File: src/hw/mbw_map.svh
// constants for the modbus write-request handler: function codes, field
// positions, coil codes, frame lengths and checksum settings.
// assumes a byte stream from a modbus rtu framing layer on the same clock.
`ifndef MBW_MAP_SVH
`define MBW_MAP_SVH

// function codes
`define MBW_FN_COIL      8'h05
`define MBW_FN_WREG      8'h06
`define MBW_FN_WDBL      8'h10
// coil data codes
`define MBW_COIL_ON      16'hff00
`define MBW_COIL_OFF     16'h0000
// double-word request fields
`define MBW_DBL_REGS     16'h0002
`define MBW_DBL_BYTES    8'h04
// byte positions inside a frame
`define MBW_POS_SLAVE    0
`define MBW_POS_FN       1
`define MBW_POS_ADDR_HI  2
`define MBW_POS_ADDR_LO  3
`define MBW_POS_DATA_HI  4
`define MBW_POS_DATA_LO  5
`define MBW_POS_BCNT     6
`define MBW_POS_DW0      7
// frame lengths in bytes, checksum included, and the last buffer index
`define MBW_LEN_SHORT    4'd8
`define MBW_LEN_DBL      4'd13
`define MBW_BUF_LAST     4'd12
// reply: six header bytes then two checksum bytes
`define MBW_TX_HDR       3'd6
`define MBW_TX_LAST      3'd7
// checksum
`define MBW_CRC_INIT     16'hffff
`define MBW_CRC_POLY     16'ha001
`define MBW_CRC_GOOD     16'h0000
// parameter address scale
`define MBW_PARAM_SCALE  16'd100

`endif

File: src/hw/mbw_pkg.sv
// types for the modbus write-request handler.
// assumes mbw_map.svh supplies the numeric constants.
package mbw_pkg;

    // handler states
    typedef enum logic [1:0] {
        MBW_RX,     // collecting request bytes
        MBW_SKIP,   // unsupported frame, wait for gap
        MBW_CHK,    // judge the frame
        MBW_TX      // send the reply
    } mbw_state_t;

    // registered state of the handler, apart from the two checksum registers
    typedef struct packed {
        mbw_state_t        st;         // current state
        logic [3:0]        cnt;        // bytes received
        logic [12:0][7:0]  buf_b;      // received bytes
        logic [2:0]        idx;        // reply byte on the line
        logic [7:0]        tx_byte;    // reply byte
        logic              tx_valid;   // reply byte offered
        logic              tx_last;    // final reply byte
        logic              coil_wr;    // coil write pulse
        logic              coil_val;   // coil value
        logic              reg_wr;     // register write pulse
        logic              reg_dword;  // write is double word
        logic [31:0]       reg_data;   // register data
        logic [9:0]        grp;        // parameter group
        logic [6:0]        ndx;        // parameter index
    } mbw_regs_t;

endpackage

File: src/hw/mbw_crc16.sv
// running modbus crc16 over a byte stream.
// assumes init and update come from logic on the same clock.
`timescale 1ns/10ps
`include "mbw_map.svh"

module mbw_crc16 import mbw_pkg::*; (
    // clock and reset
    input  wire logic        mclk_i,
    input  wire logic        srst_i,
    // byte stream
    input  wire logic        init_i,   // restart from the start value
    input  wire logic        upd_i,    // fold data_i in
    input  wire logic [7:0]  data_i,
    // result
    output logic      [15:0] crc_o
);

    logic [15:0] crc_q;   // running value
    logic [15:0] crc_d;   // next value

    // one byte, reflected, lsb first
    function automatic logic [15:0] crc_step(input logic [15:0] c, input logic [7:0] d);
        logic [15:0] r;
        r = c ^ {8'h00, d};
        for (int i = 0; i < 8; i++) begin
            r = r[0] ? ((r >> 1) ^ `MBW_CRC_POLY) : (r >> 1);
        end
        return r;
    endfunction

    // next value: restart and/or fold
    always_comb begin
        crc_d = init_i ? `MBW_CRC_INIT : crc_q;
        if (upd_i) begin
            crc_d = crc_step(crc_d, data_i);
        end
    end

    // register
    always_ff @(posedge mclk_i) begin
        if (srst_i) begin
            crc_q <= `MBW_CRC_INIT;
        end else begin
            crc_q <= crc_d;
        end
    end

    assign crc_o = crc_q;

endmodule // mbw_crc16

File: src/hw/mbw_handler.sv
// modbus rtu write-request handler: coil force, single register write,
// double-word parameter write; checks and echoes replies.
// assumes a framing layer delivers received bytes and a frame-gap pulse,
// and takes reply bytes with a valid/ready handshake; all on mclk_i.
`timescale 1ns/10ps
`include "mbw_map.svh"

module mbw_handler import mbw_pkg::*; (
    // clock and reset
    input  wire logic        mclk_i,
    input  wire logic        srst_i,
    // received bytes
    input  wire logic [7:0]  rx_data_i,
    input  wire logic        rx_valid_i,
    input  wire logic        rx_eof_i,      // silent gap ends a frame
    // reply bytes
    output logic      [7:0]  tx_data_o,
    output logic             tx_valid_o,
    output logic             tx_last_o,
    input  wire logic        tx_ready_i,
    // configuration
    input  wire logic [7:0]  dev_addr_i,    // own slave address
    input  wire logic        double_word_order_select_i,  // 0 high word first
    // parameter access check
    output logic      [15:0] acc_addr_o,    // register address under test
    input  wire logic        acc_rw_i,      // parameter is read-write
    input  wire logic        acc_dword_i,   // parameter is double word
    // coil write
    output logic             coil_wr_o,
    output logic      [15:0] coil_addr_o,
    output logic             coil_val_o,
    // register write
    output logic             reg_wr_o,
    output logic             reg_dword_o,
    output logic      [31:0] reg_data_o,
    output logic      [16:0] parameter_group_index_code_o  // {group, index}
);

    mbw_regs_t   r_q;         // registered state
    mbw_regs_t   r_d;         // next state
    logic [15:0] rx_crc;      // checksum of received bytes
    logic [15:0] tx_crc;      // checksum of reply header
    logic        rx_upd;      // received byte folded in
    logic        tx_init;     // reply checksum restart
    logic        tx_upd;      // reply byte folded in
    logic [7:0]  tx_fold;     // reply byte folded in

    // frame length from function code
    function automatic logic [3:0] frame_len(input logic [7:0] fn);
        return (fn == `MBW_FN_WDBL) ? `MBW_LEN_DBL : `MBW_LEN_SHORT;
    endfunction

    // two buffered bytes as a big-endian word
    function automatic logic [15:0] word_at(input logic [12:0][7:0] b, input int p);
        return {b[p], b[p+1]};
    endfunction

    // received bytes feed the checksum while collecting
    assign rx_upd = (r_q.st == MBW_RX) && rx_valid_i && !rx_eof_i && (r_q.cnt <= `MBW_BUF_LAST);

    mbw_crc16 u_rx_crc (
        .mclk_i (mclk_i),
        .srst_i (srst_i),
        .init_i (r_q.cnt == 4'd0),
        .upd_i  (rx_upd),
        .data_i (rx_data_i),
        .crc_o  (rx_crc)
    );

    mbw_crc16 u_tx_crc (
        .mclk_i (mclk_i),
        .srst_i (srst_i),
        .init_i (tx_init),
        .upd_i  (tx_upd),
        .data_i (tx_fold),
        .crc_o  (tx_crc)
    );

    // next-state logic
    always_comb begin
        logic [15:0] w16;
        logic [3:0]  nxt;
        logic [7:0]  fn;
        logic        ok;
        logic [2:0]  ni;
        logic [15:0] ra;
        w16     = word_at(r_q.buf_b, `MBW_POS_DATA_HI);
        ra      = word_at(r_q.buf_b, `MBW_POS_ADDR_HI);
        fn      = r_q.buf_b[`MBW_POS_FN];
        nxt     = r_q.cnt + 4'd1;
        ok      = 1'b0;
        ni      = r_q.idx + 3'd1;
        r_d     = r_q;
        tx_init = 1'b0;
        tx_upd  = 1'b0;
        tx_fold = r_q.buf_b[0];
        // write strobes last one cycle
        r_d.coil_wr = 1'b0;
        r_d.reg_wr  = 1'b0;
        unique case (r_q.st)
            // collect bytes until the length for the function is reached
            MBW_RX: begin
                if (rx_eof_i) begin
                    r_d.cnt = 4'd0;   // gap restarts a frame
                end else if (rx_valid_i) begin
                    r_d.buf_b[r_q.cnt] = rx_data_i;
                    r_d.cnt = nxt;
                    if (r_q.cnt == 4'd1 && rx_data_i != `MBW_FN_COIL && rx_data_i != `MBW_FN_WREG
                        && rx_data_i != `MBW_FN_WDBL) begin
                        r_d.st = MBW_SKIP;
                    end else if (r_q.cnt >= 4'd2 && nxt == frame_len(fn)) begin
                        r_d.st = MBW_CHK;
                    end
                end
            end
            // foreign function: wait for the gap
            MBW_SKIP: begin
                if (rx_eof_i) begin
                    r_d.st  = MBW_RX;
                    r_d.cnt = 4'd0;
                end
            end
            // judge the frame; crc residue over data+crc is zero when good
            MBW_CHK: begin
                r_d.grp = 10'(ra / `MBW_PARAM_SCALE);
                r_d.ndx = 7'(ra % `MBW_PARAM_SCALE);
                if (fn == `MBW_FN_COIL) begin
                    ok = (w16 == `MBW_COIL_ON) || (w16 == `MBW_COIL_OFF);
                end else if (fn == `MBW_FN_WREG) begin
                    ok = acc_rw_i && !acc_dword_i;
                    r_d.reg_dword = 1'b0;
                    r_d.reg_data  = {16'h0000, w16};
                end else begin
                    ok = (w16 == `MBW_DBL_REGS) && (r_q.buf_b[`MBW_POS_BCNT] == `MBW_DBL_BYTES)
                         && acc_rw_i && acc_dword_i;
                    r_d.reg_dword = 1'b1;
                    if (double_word_order_select_i) begin
                        r_d.reg_data = {word_at(r_q.buf_b, `MBW_POS_DW0 + 2),
                                        word_at(r_q.buf_b, `MBW_POS_DW0)};
                    end else begin
                        r_d.reg_data = {word_at(r_q.buf_b, `MBW_POS_DW0),
                                        word_at(r_q.buf_b, `MBW_POS_DW0 + 2)};
                    end
                end
                if (ok && rx_crc == `MBW_CRC_GOOD && r_q.buf_b[`MBW_POS_SLAVE] == dev_addr_i) begin
                    r_d.coil_wr  = (fn == `MBW_FN_COIL);
                    // coil value moves only with an accepted coil write
                    if (fn == `MBW_FN_COIL) begin
                        r_d.coil_val = (w16 == `MBW_COIL_ON);
                    end
                    r_d.reg_wr   = (fn != `MBW_FN_COIL);
                    r_d.st       = MBW_TX;
                    r_d.idx      = 3'd0;
                    r_d.tx_byte  = r_q.buf_b[0];
                    r_d.tx_valid = 1'b1;
                    r_d.tx_last  = 1'b0;
                    tx_init      = 1'b1;
                    tx_upd       = 1'b1;
                end else begin
                    r_d.st  = MBW_RX;
                    r_d.cnt = 4'd0;
                end
            end
            // header bytes from the request, then a fresh checksum
            MBW_TX: begin
                if (tx_ready_i) begin
                    if (r_q.idx == `MBW_TX_LAST) begin
                        r_d.tx_valid = 1'b0;
                        r_d.tx_last  = 1'b0;
                        r_d.st       = MBW_RX;
                        r_d.cnt      = 4'd0;
                    end else begin
                        r_d.idx     = ni;
                        r_d.tx_last = (ni == `MBW_TX_LAST);
                        if (ni < `MBW_TX_HDR) begin
                            r_d.tx_byte = r_q.buf_b[ni];
                            tx_fold     = r_q.buf_b[ni];
                            tx_upd      = 1'b1;
                        end else if (ni == `MBW_TX_HDR) begin
                            r_d.tx_byte = tx_crc[7:0];
                        end else begin
                            r_d.tx_byte = tx_crc[15:8];
                        end
                    end
                end
            end
        endcase
    end

    // state register
    always_ff @(posedge mclk_i) begin
        if (srst_i) begin
            r_q <= '0;
        end else begin
            r_q <= r_d;
        end
    end

    // outputs straight from state
    assign tx_data_o   = r_q.tx_byte;
    assign tx_valid_o  = r_q.tx_valid;
    assign tx_last_o   = r_q.tx_last;
    assign acc_addr_o  = {r_q.buf_b[`MBW_POS_ADDR_HI], r_q.buf_b[`MBW_POS_ADDR_LO]};
    assign coil_wr_o   = r_q.coil_wr;
    assign coil_addr_o = {r_q.buf_b[`MBW_POS_ADDR_HI], r_q.buf_b[`MBW_POS_ADDR_LO]};
    assign coil_val_o  = r_q.coil_val;
    assign reg_wr_o    = r_q.reg_wr;
    assign reg_dword_o = r_q.reg_dword;
    assign reg_data_o  = r_q.reg_data;
    assign parameter_group_index_code_o = {r_q.grp, r_q.ndx};

endmodule // mbw_handler

File: config.mk
export PLATFORM = sky130hd
export DESIGN_NAME = mbw_handler
export DESIGN_NICKNAME = d
export VERILOG_FILES = /design/src/hw/mbw_pkg.sv /design/src/hw/mbw_crc16.sv /design/src/hw/mbw_handler.sv
export VERILOG_INCLUDE_DIRS = /design/src /design/src/hw
export SDC_FILE = /design/constraint.sdc
export NUM_CORES = 1
export LEC_CHECK = 0
export ABC_AREA = 1
export BUFFER_PORTS_ARGS = -buffer_cell sky130_fd_sc_hd__buf_2
export CAP_MARGIN = 10
export CORE_UTILIZATION = 55
export DETAILED_ROUTE_END_ITERATION = 7
export GPL_TIMING_DRIVEN = 0
export PLACE_DENSITY = 0.75
export REMOVE_ABC_BUFFERS = 1
export SETUP_SLACK_MARGIN = 0.15
export SYNTH_ARGS = -nofsm -noshare
export SYNTH_HDL_FRONTEND = slang
export SYNTH_SLANG_ARGS = --single-unit
File: constraint.sdc
create_clock -name mclk_i -period 11.87 [get_ports mclk_i]
set_clock_uncertainty 0.15 [all_clocks]
set_input_delay 0.5935 -clock mclk_i [delete_from_list [all_inputs] [get_ports mclk_i]]
set_output_delay 0.5935 -clock mclk_i [all_outputs]
set_load 0.01 [all_outputs]
==> results.sh, run 1 <==
export IMPL_status="finished, final reports clean"
export IMPL_grt_overflow=0
export IMPL_post_route_min_period_ns=6.25
export IMPL_hold_class="register to register"
export IMPL_finalPower_w=0.00152
export IMPL_grt_setup_unrepaired="no"
export IMPL_maxSlewViolCount=0
export IMPL_relSlewSlack=0.205
export IMPL_grt_max_degree=103
export IMPL_maxCapViolations=0
export IMPL_setup_viol=0
export IMPL_grt_pass1_wl_um=47300
export IMPL_ir_worst_vdd_mv=0.119
export IMPL_cts_resized=0
export IMPL_tritoncts="done"
export IMPL_rrSetupSlack_ns=5.62
export IMPL_routed_wl_um=29400
export IMPL_worstPathRequired_ns=12.03
export IMPL_insertion_delay_ns=0.44
export IMPL_use_met2=0.482
export IMPL_internal_power_w=0.00109
export IMPL_regArea_mm2=0.00384
export IMPL_fp_dieH_um=145
export IMPL_grtUsageMet3=0.0431
export IMPL_switching_power_w=0.000436
export IMPL_drc=0
export IMPL_hold_buffers=0
export IMPL_max_freq_mhz=160
export IMPL_io_buffers=118
export IMPL_clkTransAtPathRegs_ns=0.07
export IMPL_fillCellCount=1800
export IMPL_layout_commonest_cell="nand2_1"
export IMPL_seq_area_frac_synth=0.343
export IMPL_setup_worst_path_start_class="register"
export IMPL_htreeDepth=4
export IMPL_post_cts_setup_buffers=0
export IMPL_pwr_share_clk=0.398
export IMPL_p_seq_frac=0.457
export IMPL_hold_violations=0
export IMPL_fp_dieW_um=145
export IMPL_io_pins=119
export IMPL_clockBufferDepth=2
export IMPL_crit_type="register to register"
export IMPL_p_leak_nw=5.39
export IMPL_avgSynthCellArea_um2=6.97
export IMPL_yosys_register_bits=192
export IMPL_min_period_over_period=0.527
export IMPL_crit_arrival_ns=6.41
export IMPL_netlist_area_mm2=0.0112
export IMPL_fp_row_count=51
export IMPL_synth_warnings=0
export IMPL_place_congestion=0.941
export IMPL_drive_gt1_frac=0.165
export IMPL_layout_common_cells="nand2_1 (275), o21ai_0 (213), a21oi_1 (195), dfxtp_1 (192), inv_1 (136)"
export IMPL_routedWlPerCell_um=15.8
export IMPL_gr_usage_met1=0.382
export IMPL_vias=10400
export IMPL_multiInputGateArea_mm2=0.00583
export IMPL_area_delta_synth_final_pct=6.08
export IMPL_grt_busiest_layer="met2"
export IMPL_dp_hpwl_um=20400
export IMPL_path_max_fanout=35
export IMPL_core_area_mm2=0.0197
export IMPL_drtPass1Iterations=6
export IMPL_viasPerCell=5.59
export IMPL_grtUsageTotal=0.288
export IMPL_p_per_area_mw_per_mm2=128
export IMPL_cts_sinks=192
export IMPL_numCtsBuffers=17
export IMPL_netSwitchingFraction=0.286
export IMPL_cts_root_buf="clkbuf_16"
export IMPL_nets=1616
export IMPL_ant_nets=0
export IMPL_antenna_found_initial=1
export IMPL_tns_ns=0
export IMPL_synth_cells=1607
export IMPL_start_util=0.568
export IMPL_end_kind="register"
export IMPL_worst_pin_slew_ns=1.18
export IMPL_yosysUniqueCellTypes=44
export IMPL_fp_dieArea_mm2=0.0209
export IMPL_first_global_vias=9445
export IMPL_drtIter0Drc=884
export IMPL_pwr_share_comb=0.145
[worst paths after layout]
check                         startpoint                           end  cells after the start
max reg2reg         r_q[63]$_SDFFE_PP0P_  u_tx_crc.crc_o[0]$_SDFF_PP1_                     16
min reg2reg  reg_data_o[20]$_SDFFE_PP0P_   reg_data_o[20]$_SDFFE_PP0P_                      2
min          reg_data_o[20]$_SDFFE_PP0P_   reg_data_o[20]$_SDFFE_PP0P_                      2
max                 r_q[63]$_SDFFE_PP0P_  u_tx_crc.crc_o[0]$_SDFF_PP1_                     16
[cells in the mapped netlist, drive strengths merged]
| library cell | n | area share |
|---|---|---|
| dfxtp | 192 | 0.34 |
| xor2 | 35 | 0.027 |
| o22ai | 4 | 0.0022 |
| o32ai | 1 | 0.00078 |
| nor4 | 14 | 0.0078 |
| nand3 | 73 | 0.036 |
| nand4 | 23 | 0.020 |
| nand2 | 316 | 0.12 |
| or2 | 20 | 0.011 |
| nand3b | 2 | 0.0013 |
| a21oi | 197 | 0.089 |
| o221ai | 2 | 0.0016 |
| nor2 | 83 | 0.032 |
| a221oi | 2 | 0.0016 |
| o2111ai | 1 | 0.00078 |
| buf | 91 | 0.061 |
| o311ai | 1 | 0.00078 |
| ha | 8 | 0.0089 |
| o211ai | 28 | 0.019 |
| a22oi | 2 | 0.0013 |
| nor3 | 17 | 0.0076 |
| clkbuf | 78 | 0.026 |
| inv | 149 | 0.050 |
| xnor2 | 18 | 0.014 |
| and2 | 1 | 0.00056 |
| o21ai | 226 | 0.10 |
| o21bai | 1 | 0.00067 |
| clkinv | 5 | 0.0018 |
| a31oi | 12 | 0.0067 |
| a211oi | 5 | 0.0034 |
[routing by layer]
metal  routed length, µm  vias up
met3                2000       42
li1                    -     5231
met4                 578        2
met1               13200     4782
met2               13600      362
met5                  13        -
[cells by family (layout without fill, tap and decap cells)]
| kind of cell | after synthesis | count (layout) | synth area share |
|---|---|---|---|
| buffers and inverters | 323 | 312 | 0.138 |
| other | 0 | 3 | 0 |
| adder cells (fa/ha/maj) | 8 | 8 | 0.00894 |
| flip-flops | 192 | 192 | 0.343 |
| AND/OR/NAND/NOR | 549 | 549 | 0.238 |
| XOR/XNOR | 53 | 53 | 0.0414 |
| AO/OA/AOI/OAI | 482 | 482 | 0.230 |
[layout make-up]
class                           instances  area share
Antenna cell                            3    0.000632
Clock buffer                           18      0.0361
Clock inverter                         13      0.0150
Inverter                              154      0.0490
Multi-Input combinational cell       1092       0.491
Sequential cell                       192       0.323
Tap cell                              265      0.0279
Timing Repair Buffer                  127      0.0573
[power by group through the flow]
stage / sequential [W] / clock (W) / combinational (W)
5_1_grt: 0.000699 / 0.000636 / 0.000247
4_1_cts: 0.000695 / 0.000610 / 0.000220
6_report: 0.000696 / 0.000605 / 0.000221
2_1_floorplan: 0.000718 / 0 / 0.000129
3_5_place_dp: 0.000709 / 0 / 0.000218
3_3_place_gp: 0.000709 / 0 / 0.000211
[critical path, cell delays in order (launching register included)]
cell	delay [ns]
dfxtp_1	1.08
inv_1	0.74
ha_1	0.80
nor2_1	0.65
inv_1	0.25
nand2_1	0.48
inv_1	0.28
nand2_1	0.12
nand2_1	0.09
xnor2_1	0.29
xnor2_1	0.23
xnor2_1	0.13
xnor2_1	0.26
xor2_1	0.14
or2_2	0.29
nand3_1	0.07
nand3_1	0.07
[through the flow]
step	setup WS [ns]	hold WS, ns	util	cell area, µm²	std cells
floorplan	7.07	0.294	-	10200	1438
global placement	4.96	0.300	0.566	11200	1821
detailed placement	5.86	0.307	0.571	11300	1829
CTS	5.82	0.309	0.602	11900	1860
global route	5.15	0.335	0.602	11900	1861
finish	5.62	0.315	0.603	11900	1864
No activity file was read; power rests on OpenSTA's default activity.
==> inputs of run 2 (changes only) <==
ABC_AREA = 0   (was 1)
PLACE_DENSITY = 0.78   (was 0.75)
clock period = 5.4 ns   (was 11.87 ns; I/O delays follow)
==> run 2 against run 1 <==
  * Combinational power up 87%
  * Synthesized cell count down 0.44%
  * Critical path depth up 9
  * Die area up 11%
  * Design area up 25%
  * Sequential share of layout area down 6.2 points
  * Largest cell class unchanged
  * The flow now finishes with violations (DRC, setup timing)
  * Utilization up 7.0 points
  * Critical endpoint is now parameter_group_index_code_o[4]$_SDFFE_PP0P_
  * Critical path type unchanged
==> results.sh, run 2 <==
export IMPL_status="finished, violations left"
export IMPL_finalPower_w=0.00324
export IMPL_n_antenna_cell=0
export IMPL_worst_pin_slew_ns=1.09
export IMPL_fp_dieArea_mm2=0.0233
export IMPL_hold_violations=0
export IMPL_grt_setup_unrepaired="yes"
export IMPL_core_area_mm2=0.0220
export IMPL_routed_wl_um=39900
export IMPL_hold_buffers=0
export IMPL_async_flop_share=0
export IMPL_grt_max_degree=98
export IMPL_violations="DRC, setup timing"
export IMPL_end_kind="register"
export IMPL_drtPass1Iterations=7
export IMPL_grt_overflow=0
export IMPL_viasPerCell=6.62
export IMPL_netlist_area_mm2=0.0125
export IMPL_synth_top_area_cell="dfxtp_1"
export IMPL_cts_root_buf="clkbuf_16"
export IMPL_synth_warnings=0
export IMPL_path_max_fanout=7
export IMPL_crit_arrival_ns=6.69
export IMPL_cp_slowest_cell="a2111oi_4"
export IMPL_hold_class="primary input to register"
export IMPL_first_global_vias=11400
export IMPL_reg2regPathDepth=25
export IMPL_yosys_cell_count_top_type="dfxtp_1"
export IMPL_grtUsageTotal=0.307
export IMPL_grt_pass1_wl_um=58900
export IMPL_min_period_over_period=1.20
export IMPL_numCtsBuffers=17
export IMPL_post_route_min_period_ns=6.50
export IMPL_cts_sinks=192
export IMPL_area_delta_synth_final_pct=18.6
export IMPL_synth_commonest_cells="dfxtp_1 (192), nand2_1 (183), a21oi_1 (178), nor2_1 (175), nand3_1 (113)"
export IMPL_tritoncts="done"
export IMPL_nets=1688
export IMPL_ys_flop_type="dfxtp_1"
export IMPL_cp_top_family="compound AO/OA/AOI/OAI gates"
export IMPL_max_freq_mhz=154
export IMPL_worstHoldPathCells=3
export IMPL_layout_commonest_cell="dfxtp_1"
export IMPL_yosysUniqueCellTypes=105
export IMPL_yosys_register_bits=192
export IMPL_cp_depth=25
export IMPL_setup_viol=7
export IMPL_insertion_delay_ns=0.45
export IMPL_htreeDepth=4
export IMPL_drtIter0Drc=1501
export IMPL_start_util=0.567
export IMPL_p_leak_nw=5.44
export IMPL_yosys_area_top_type_share=0.308
export IMPL_synth_edf_count=0
export IMPL_vias=12900
export IMPL_io_pins=119
export IMPL_place_congestion=0.905
export IMPL_finalWorstSetupSlack_ns=-1.10
export IMPL_ir_worst_vdd_mv=0.202
export IMPL_relSlewSlack=0.268
export IMPL_routedWlPerCell_um=20.5
export IMPL_crit_type="register to register"
export IMPL_drive_gt1_frac=0.273
export IMPL_avgSynthCellArea_um2=7.80
export IMPL_ant_nets=0
export IMPL_io_buffers=118
export IMPL_layout_common_cells="dfxtp_1 (184), nand2_1 (179), a21oi_1 (173), nor2_1 (169), buf_2 (117)"
export IMPL_setup_worst_path_start_class="register"
export IMPL_seq_area_frac_synth=0.308
export IMPL_cpPeakStageDelay_ns=0.53
export IMPL_clockBufferDepth=2
export IMPL_p_per_area_mw_per_mm2=219
export IMPL_fp_dieH_um=153
export IMPL_clkTransAtPathRegs_ns=0.09
export IMPL_fp_dieW_um=153
export IMPL_placedCellCount=1794
export IMPL_worstPathRequired_ns=5.59
export IMPL_maxCapViolations=0
export IMPL_crit_buf_inv=5
export IMPL_finalNonFillerCells=1949
export IMPL_synthTopCellsByArea="dfxtp_1 (31%), a21oi_1 (7.1%), buf_4 (5.7%)"
export IMPL_fillCellCount=1665
export IMPL_synth_cells=1600
export IMPL_drc=11
export IMPL_dp_hpwl_um=21700
export IMPL_maxSlewViolCount=0
export IMPL_fp_row_count=54
export IMPL_antenna_found_initial=0
run 2: worst paths after layout:
check / start / to / slack, ns
worst max-delay path: register / parameter_group_index_code_o[4]$_SDFFE_PP0P_ / -1.10
worst min-delay path: rx_valid_i / r_q[174]$_SDFFE_PP0P_ / 0.06
worst max register to register: register / parameter_group_index_code_o[4]$_SDFFE_PP0P_ / -1.10
worst min register to register: parameter_group_index_code_o[10]$_SDFFE_PP0P_ / parameter_group_index_code_o[10]$_SDFFE_PP0P_ / 0.31
run 2: tightest hold or removal path: cells and delay by family:
family          cells  cell delay (ns)
simple gates        1             0.11
buf+inv             1             0.13
compound gates      1             0.09
run 2: power breakdown:
group / leakage [nW] / switching [W] / internal [W]
sequential: 1.56 / 0.0000305 / 0.00144
clock: 0.303 / 0.000678 / 0.000677
combinational: 3.58 / 0.000266 / 0.000147
total: 5.44 / 0.000975 / 0.00226
run 2: area by class of cell:
cell class | count | area (µm²) | area share
flip-flops and latches | 192 | 3870 | 0.261
inverters | 14 | 52.6 | 0.00355
well taps | 280 | 350 | 0.0237
clock inverters | 15 | 214 | 0.0144
clock buffers | 17 | 425 | 0.0287
multi-input cells | 1183 | 8160 | 0.551
repair buffers | 248 | 1730 | 0.117
run 2: stage by stage:
stage / instance area [µm²] / worst slack (ns) / hold slack (ns) / TNS [ns] / util
after CTS: 14100 / -0.604 / 0.0292 / -3.24 / 0.639
after global placement: 12200 / -2.39 / 0.285 / -19.41 / 0.555
final: 14800 / -1.10 / 0.0596 / -6.35 / 0.672
after floorplan: 11300 / -1.38 / 0.189 / -7.42 / -
after global routing: 14800 / -1.28 / 0.0868 / -7.73 / 0.672
after detailed placement: 12400 / -2.09 / 0.295 / -14.13 / 0.562
run 2: logic make-up (layout without fill, tap and decap cells):
group	after synthesis	after routing	share of synthesized area
buf+inv	227	294	0.101
flops	192	192	0.308
xor+xnor	66	66	0.0469
compound gates	385	385	0.217
fa+ha+maj	9	9	0.00882
simple gates	654	655	0.249
mux	67	68	0.0701
run 2: routing by layer:
metal	routed length [µm]	GRT usage	up-vias	part of all wire
li1	-	-	5753	-
met1	15300	0.402	6046	0.38
met2	18600	0.504	894	0.47
met3	4260	0.0575	202	0.11
met4	1730	0.113	0	0.043
met5	0	0	-	0
run 2: timing repair:
item,4_1_cts,5_1_grt
gates cloned,1,1
pin swaps,55,65
setup buffers,69,52
endpoints found under the setup margin,18,11
resized for setup,108,70
==> inputs of run 3 (changes only) <==
BUFFER_PORTS_ARGS = default   (was -buffer_cell sky130_fd_sc_hd__buf_2)
CELL_PAD_IN_SITES_DETAIL_PLACEMENT = 1   (was default)
CELL_PAD_IN_SITES_GLOBAL_PLACEMENT = 1   (was default)
CORE_UTILIZATION = 44   (was 55)
DONT_BUFFER_PORTS = 1   (was default)
PLACE_DENSITY = default   (was 0.78)
PLACE_DENSITY_LB_ADDON = 0.1   (was default)
==> run 3 against run 2 <==
  * The run ends with setup timing left
  * Worst hold slack got worse by 0.021 ns
  * Die area is 25% higher
  * Design area up 2.2%
  * Sequential share of layout area down 0.56 points
  * Combinational power shrank 12%
  * Clock-buffer cell count is 3 higher
  * Global-route usage is 0.45 points lower
  * Utilization decreased by 13 points
  * Critical endpoint unchanged
==> results.sh, run 3 (synthesized netlist as in run 2, its figures left out) <==
export IMPL_drtPass1Iterations=5
export IMPL_maxCapViolations=0
export IMPL_io_pins=119
export IMPL_layout_common_cells="dfxtp_1 (184), nand2_1 (182), a21oi_1 (171), nor2_1 (170), dlygate4sd3_1 (142)"
export IMPL_drc=0
export IMPL_p_per_area_mw_per_mm2=211
export IMPL_wl_met2_um=21900
export IMPL_ant_nets=0
export IMPL_insertion_delay_ns=0.47
export IMPL_nets=1655
export IMPL_numCtsBuffers=17
export IMPL_utilization=0.543
export IMPL_routedWlPerCell_um=22.0
export IMPL_wl_met3_um=2310
export IMPL_crit_top_cell="buf_4"
export IMPL_worstPathRequired_ns=5.60
export IMPL_relSlewSlack=0.184
export IMPL_status="finished, violations left"
export IMPL_fp_row_count=61
export IMPL_worst_pin_slew_ns=1.22
export IMPL_grtUsageTotal=0.303
export IMPL_start_util=0.448
export IMPL_fp_dieW_um=170
export IMPL_viasPerCell=6.04
export IMPL_antenna_found_initial=0
export IMPL_io_buffers=0
export IMPL_finalWorstSetupSlack_ns=-0.974
export IMPL_p_leak_nw=5.52
export IMPL_drt_met1_wl_um=19100
export IMPL_crit_type="register to register"
export IMPL_setup_viol=7
export IMPL_crit_buf_inv=5
export IMPL_setup_worst_path_start_class="register"
export IMPL_crit_arrival_ns=6.57
export IMPL_area_delta_synth_final_pct=21.2
export IMPL_n_antenna_cell=0
export IMPL_grt_setup_unrepaired="yes"
export IMPL_ir_worst_vdd_mv=0.242
export IMPL_cp_slowest_cell="dfxtp_4"
export IMPL_fp_dieH_um=170
export IMPL_drive_gt1_frac=0.160
export IMPL_grt_max_degree=136
export IMPL_htreeDepth=4
export IMPL_layout_commonest_cell="dfxtp_1"
export IMPL_hold_class="primary input to register"
export IMPL_clockBufferDepth=2
export IMPL_cts_sinks=192
export IMPL_path_max_fanout=8
export IMPL_tritoncts="done"
export IMPL_first_global_vias=12500
export IMPL_post_route_min_period_ns=6.37
export IMPL_cp_top_family="compound AO/OA/AOI/OAI gates"
export IMPL_core_area_mm2=0.0279
export IMPL_dr_max_layer_used="met4"
export IMPL_min_period_over_period=1.18
export IMPL_hold_violations=0
export IMPL_grt_overflow=0
export IMPL_cts_root_buf="clkbuf_16"
export IMPL_cpPeakStageDelay_ns=0.41
export IMPL_place_congestion=0.832
export IMPL_violations="setup timing"
export IMPL_routed_wl_um=44300
export IMPL_final_cell_area_mm2=0.0151
export IMPL_fp_dieArea_mm2=0.0291
export IMPL_vias=12200
export IMPL_drtIter0Drc=790
export IMPL_dpl_instance_area_mm2=0.0119
export IMPL_clkTransAtPathRegs_ns=0.08
export IMPL_finalPower_w=0.00320
export IMPL_max_freq_mhz=157
export IMPL_maxSlewViolCount=0
export IMPL_grt_pass1_wl_um=68500
export IMPL_end_kind="register"
export IMPL_dp_hpwl_um=25400
run 3: power breakdown:
| group | leakage (nW) | internal, W | switching [W] |
|---|---|---|---|
| logic | 3.67 | 0.000145 | 0.000220 |
| clock network | 0.289 | 0.000708 | 0.000645 |
| registers | 1.56 | 0.00144 | 0.0000405 |
run 3: per-layer routing:
metal	global-route usage	vias up
li1	-	5685
met4	0.0995	0
met2	0.518	314
met5	0	-
met3	0.0533	62
met1	0.383	6110
run 3: timing repair:
action | CTS | global route
endpoints found under the setup margin | 12 | 13
setup buffers | 54 | 8
cloned | 0 | 1
pin swaps | 41 | 21
hold buffers | 143 | 0
endpoints found under the hold margin | 192 | 0
resized for setup | 92 | 49
run 3: worst reg2reg max path, cell delays in order (launching register included):
cell       delay [ns]
dfxtp_4          0.41
buf_4            0.18
nor3_4           0.30
a2bb2oi_2        0.23
and3_2           0.26
a22o_2           0.22
a2111oi_4        0.09
buf_6            0.17
a22oi_2          0.30
nor2_4           0.12
buf_4            0.16
or3_4            0.41
a211oi_4         0.36
buf_4            0.18
a311oi_1         0.05
a2111o_1         0.40
o2111a_2         0.21
nor3_4           0.37
buf_6            0.18
or3_1            0.13
a21o_1           0.26
mux2i_1          0.22
o211a_1          0.24
a21boi_4         0.10
or4_1            0.40
and3_1           0.16
run 3: final cells by class:
type / count / area, µm²
fill: 3291 / 12700
multi-input combinational: 1182 / 8000
sequential: 192 / 3870
timing repair buffer: 216 / 2140
tap: 378 / 473
clock buffer: 20 / 447
clock inverter: 12 / 148
inverter: 14 / 56.3
run 3: stage by stage:
| step | setup TNS, ns | hold slack, ns | cells | worst slack [ns] |
|---|---|---|---|---|
| after floorplan | -7.42 | 0.189 | 1387 | -1.38 |
| after global placement | -36.56 | 0.207 | 1765 | -2.86 |
| after detailed placement | -15.51 | 0.208 | 1776 | -2.25 |
| after CTS | -5.02 | 0.00975 | 2005 | -0.840 |
| after global routing | -7.18 | 0.0455 | 2014 | -1.19 |
| final | -5.68 | 0.0387 | 2014 | -0.974 |
run 3: final timing paths:
kind | from | to | slack (ns) | depth (start not counted)
worst max-delay path | register | parameter_group_index_code_o[4]$_SDFFE_PP0P_ | -0.97 | 25
worst min-delay path | rx_data_i[5] | u_rx_crc.crc_o[11]$_SDFF_PP1_ | 0.04 | 4
worst max register to register | register | parameter_group_index_code_o[4]$_SDFFE_PP0P_ | -0.97 | 25
worst min register to register | u_tx_crc.crc_o[13]$_SDFF_PP1_ | u_tx_crc.crc_o[5]$_SDFF_PP1_ | 0.34 | 2
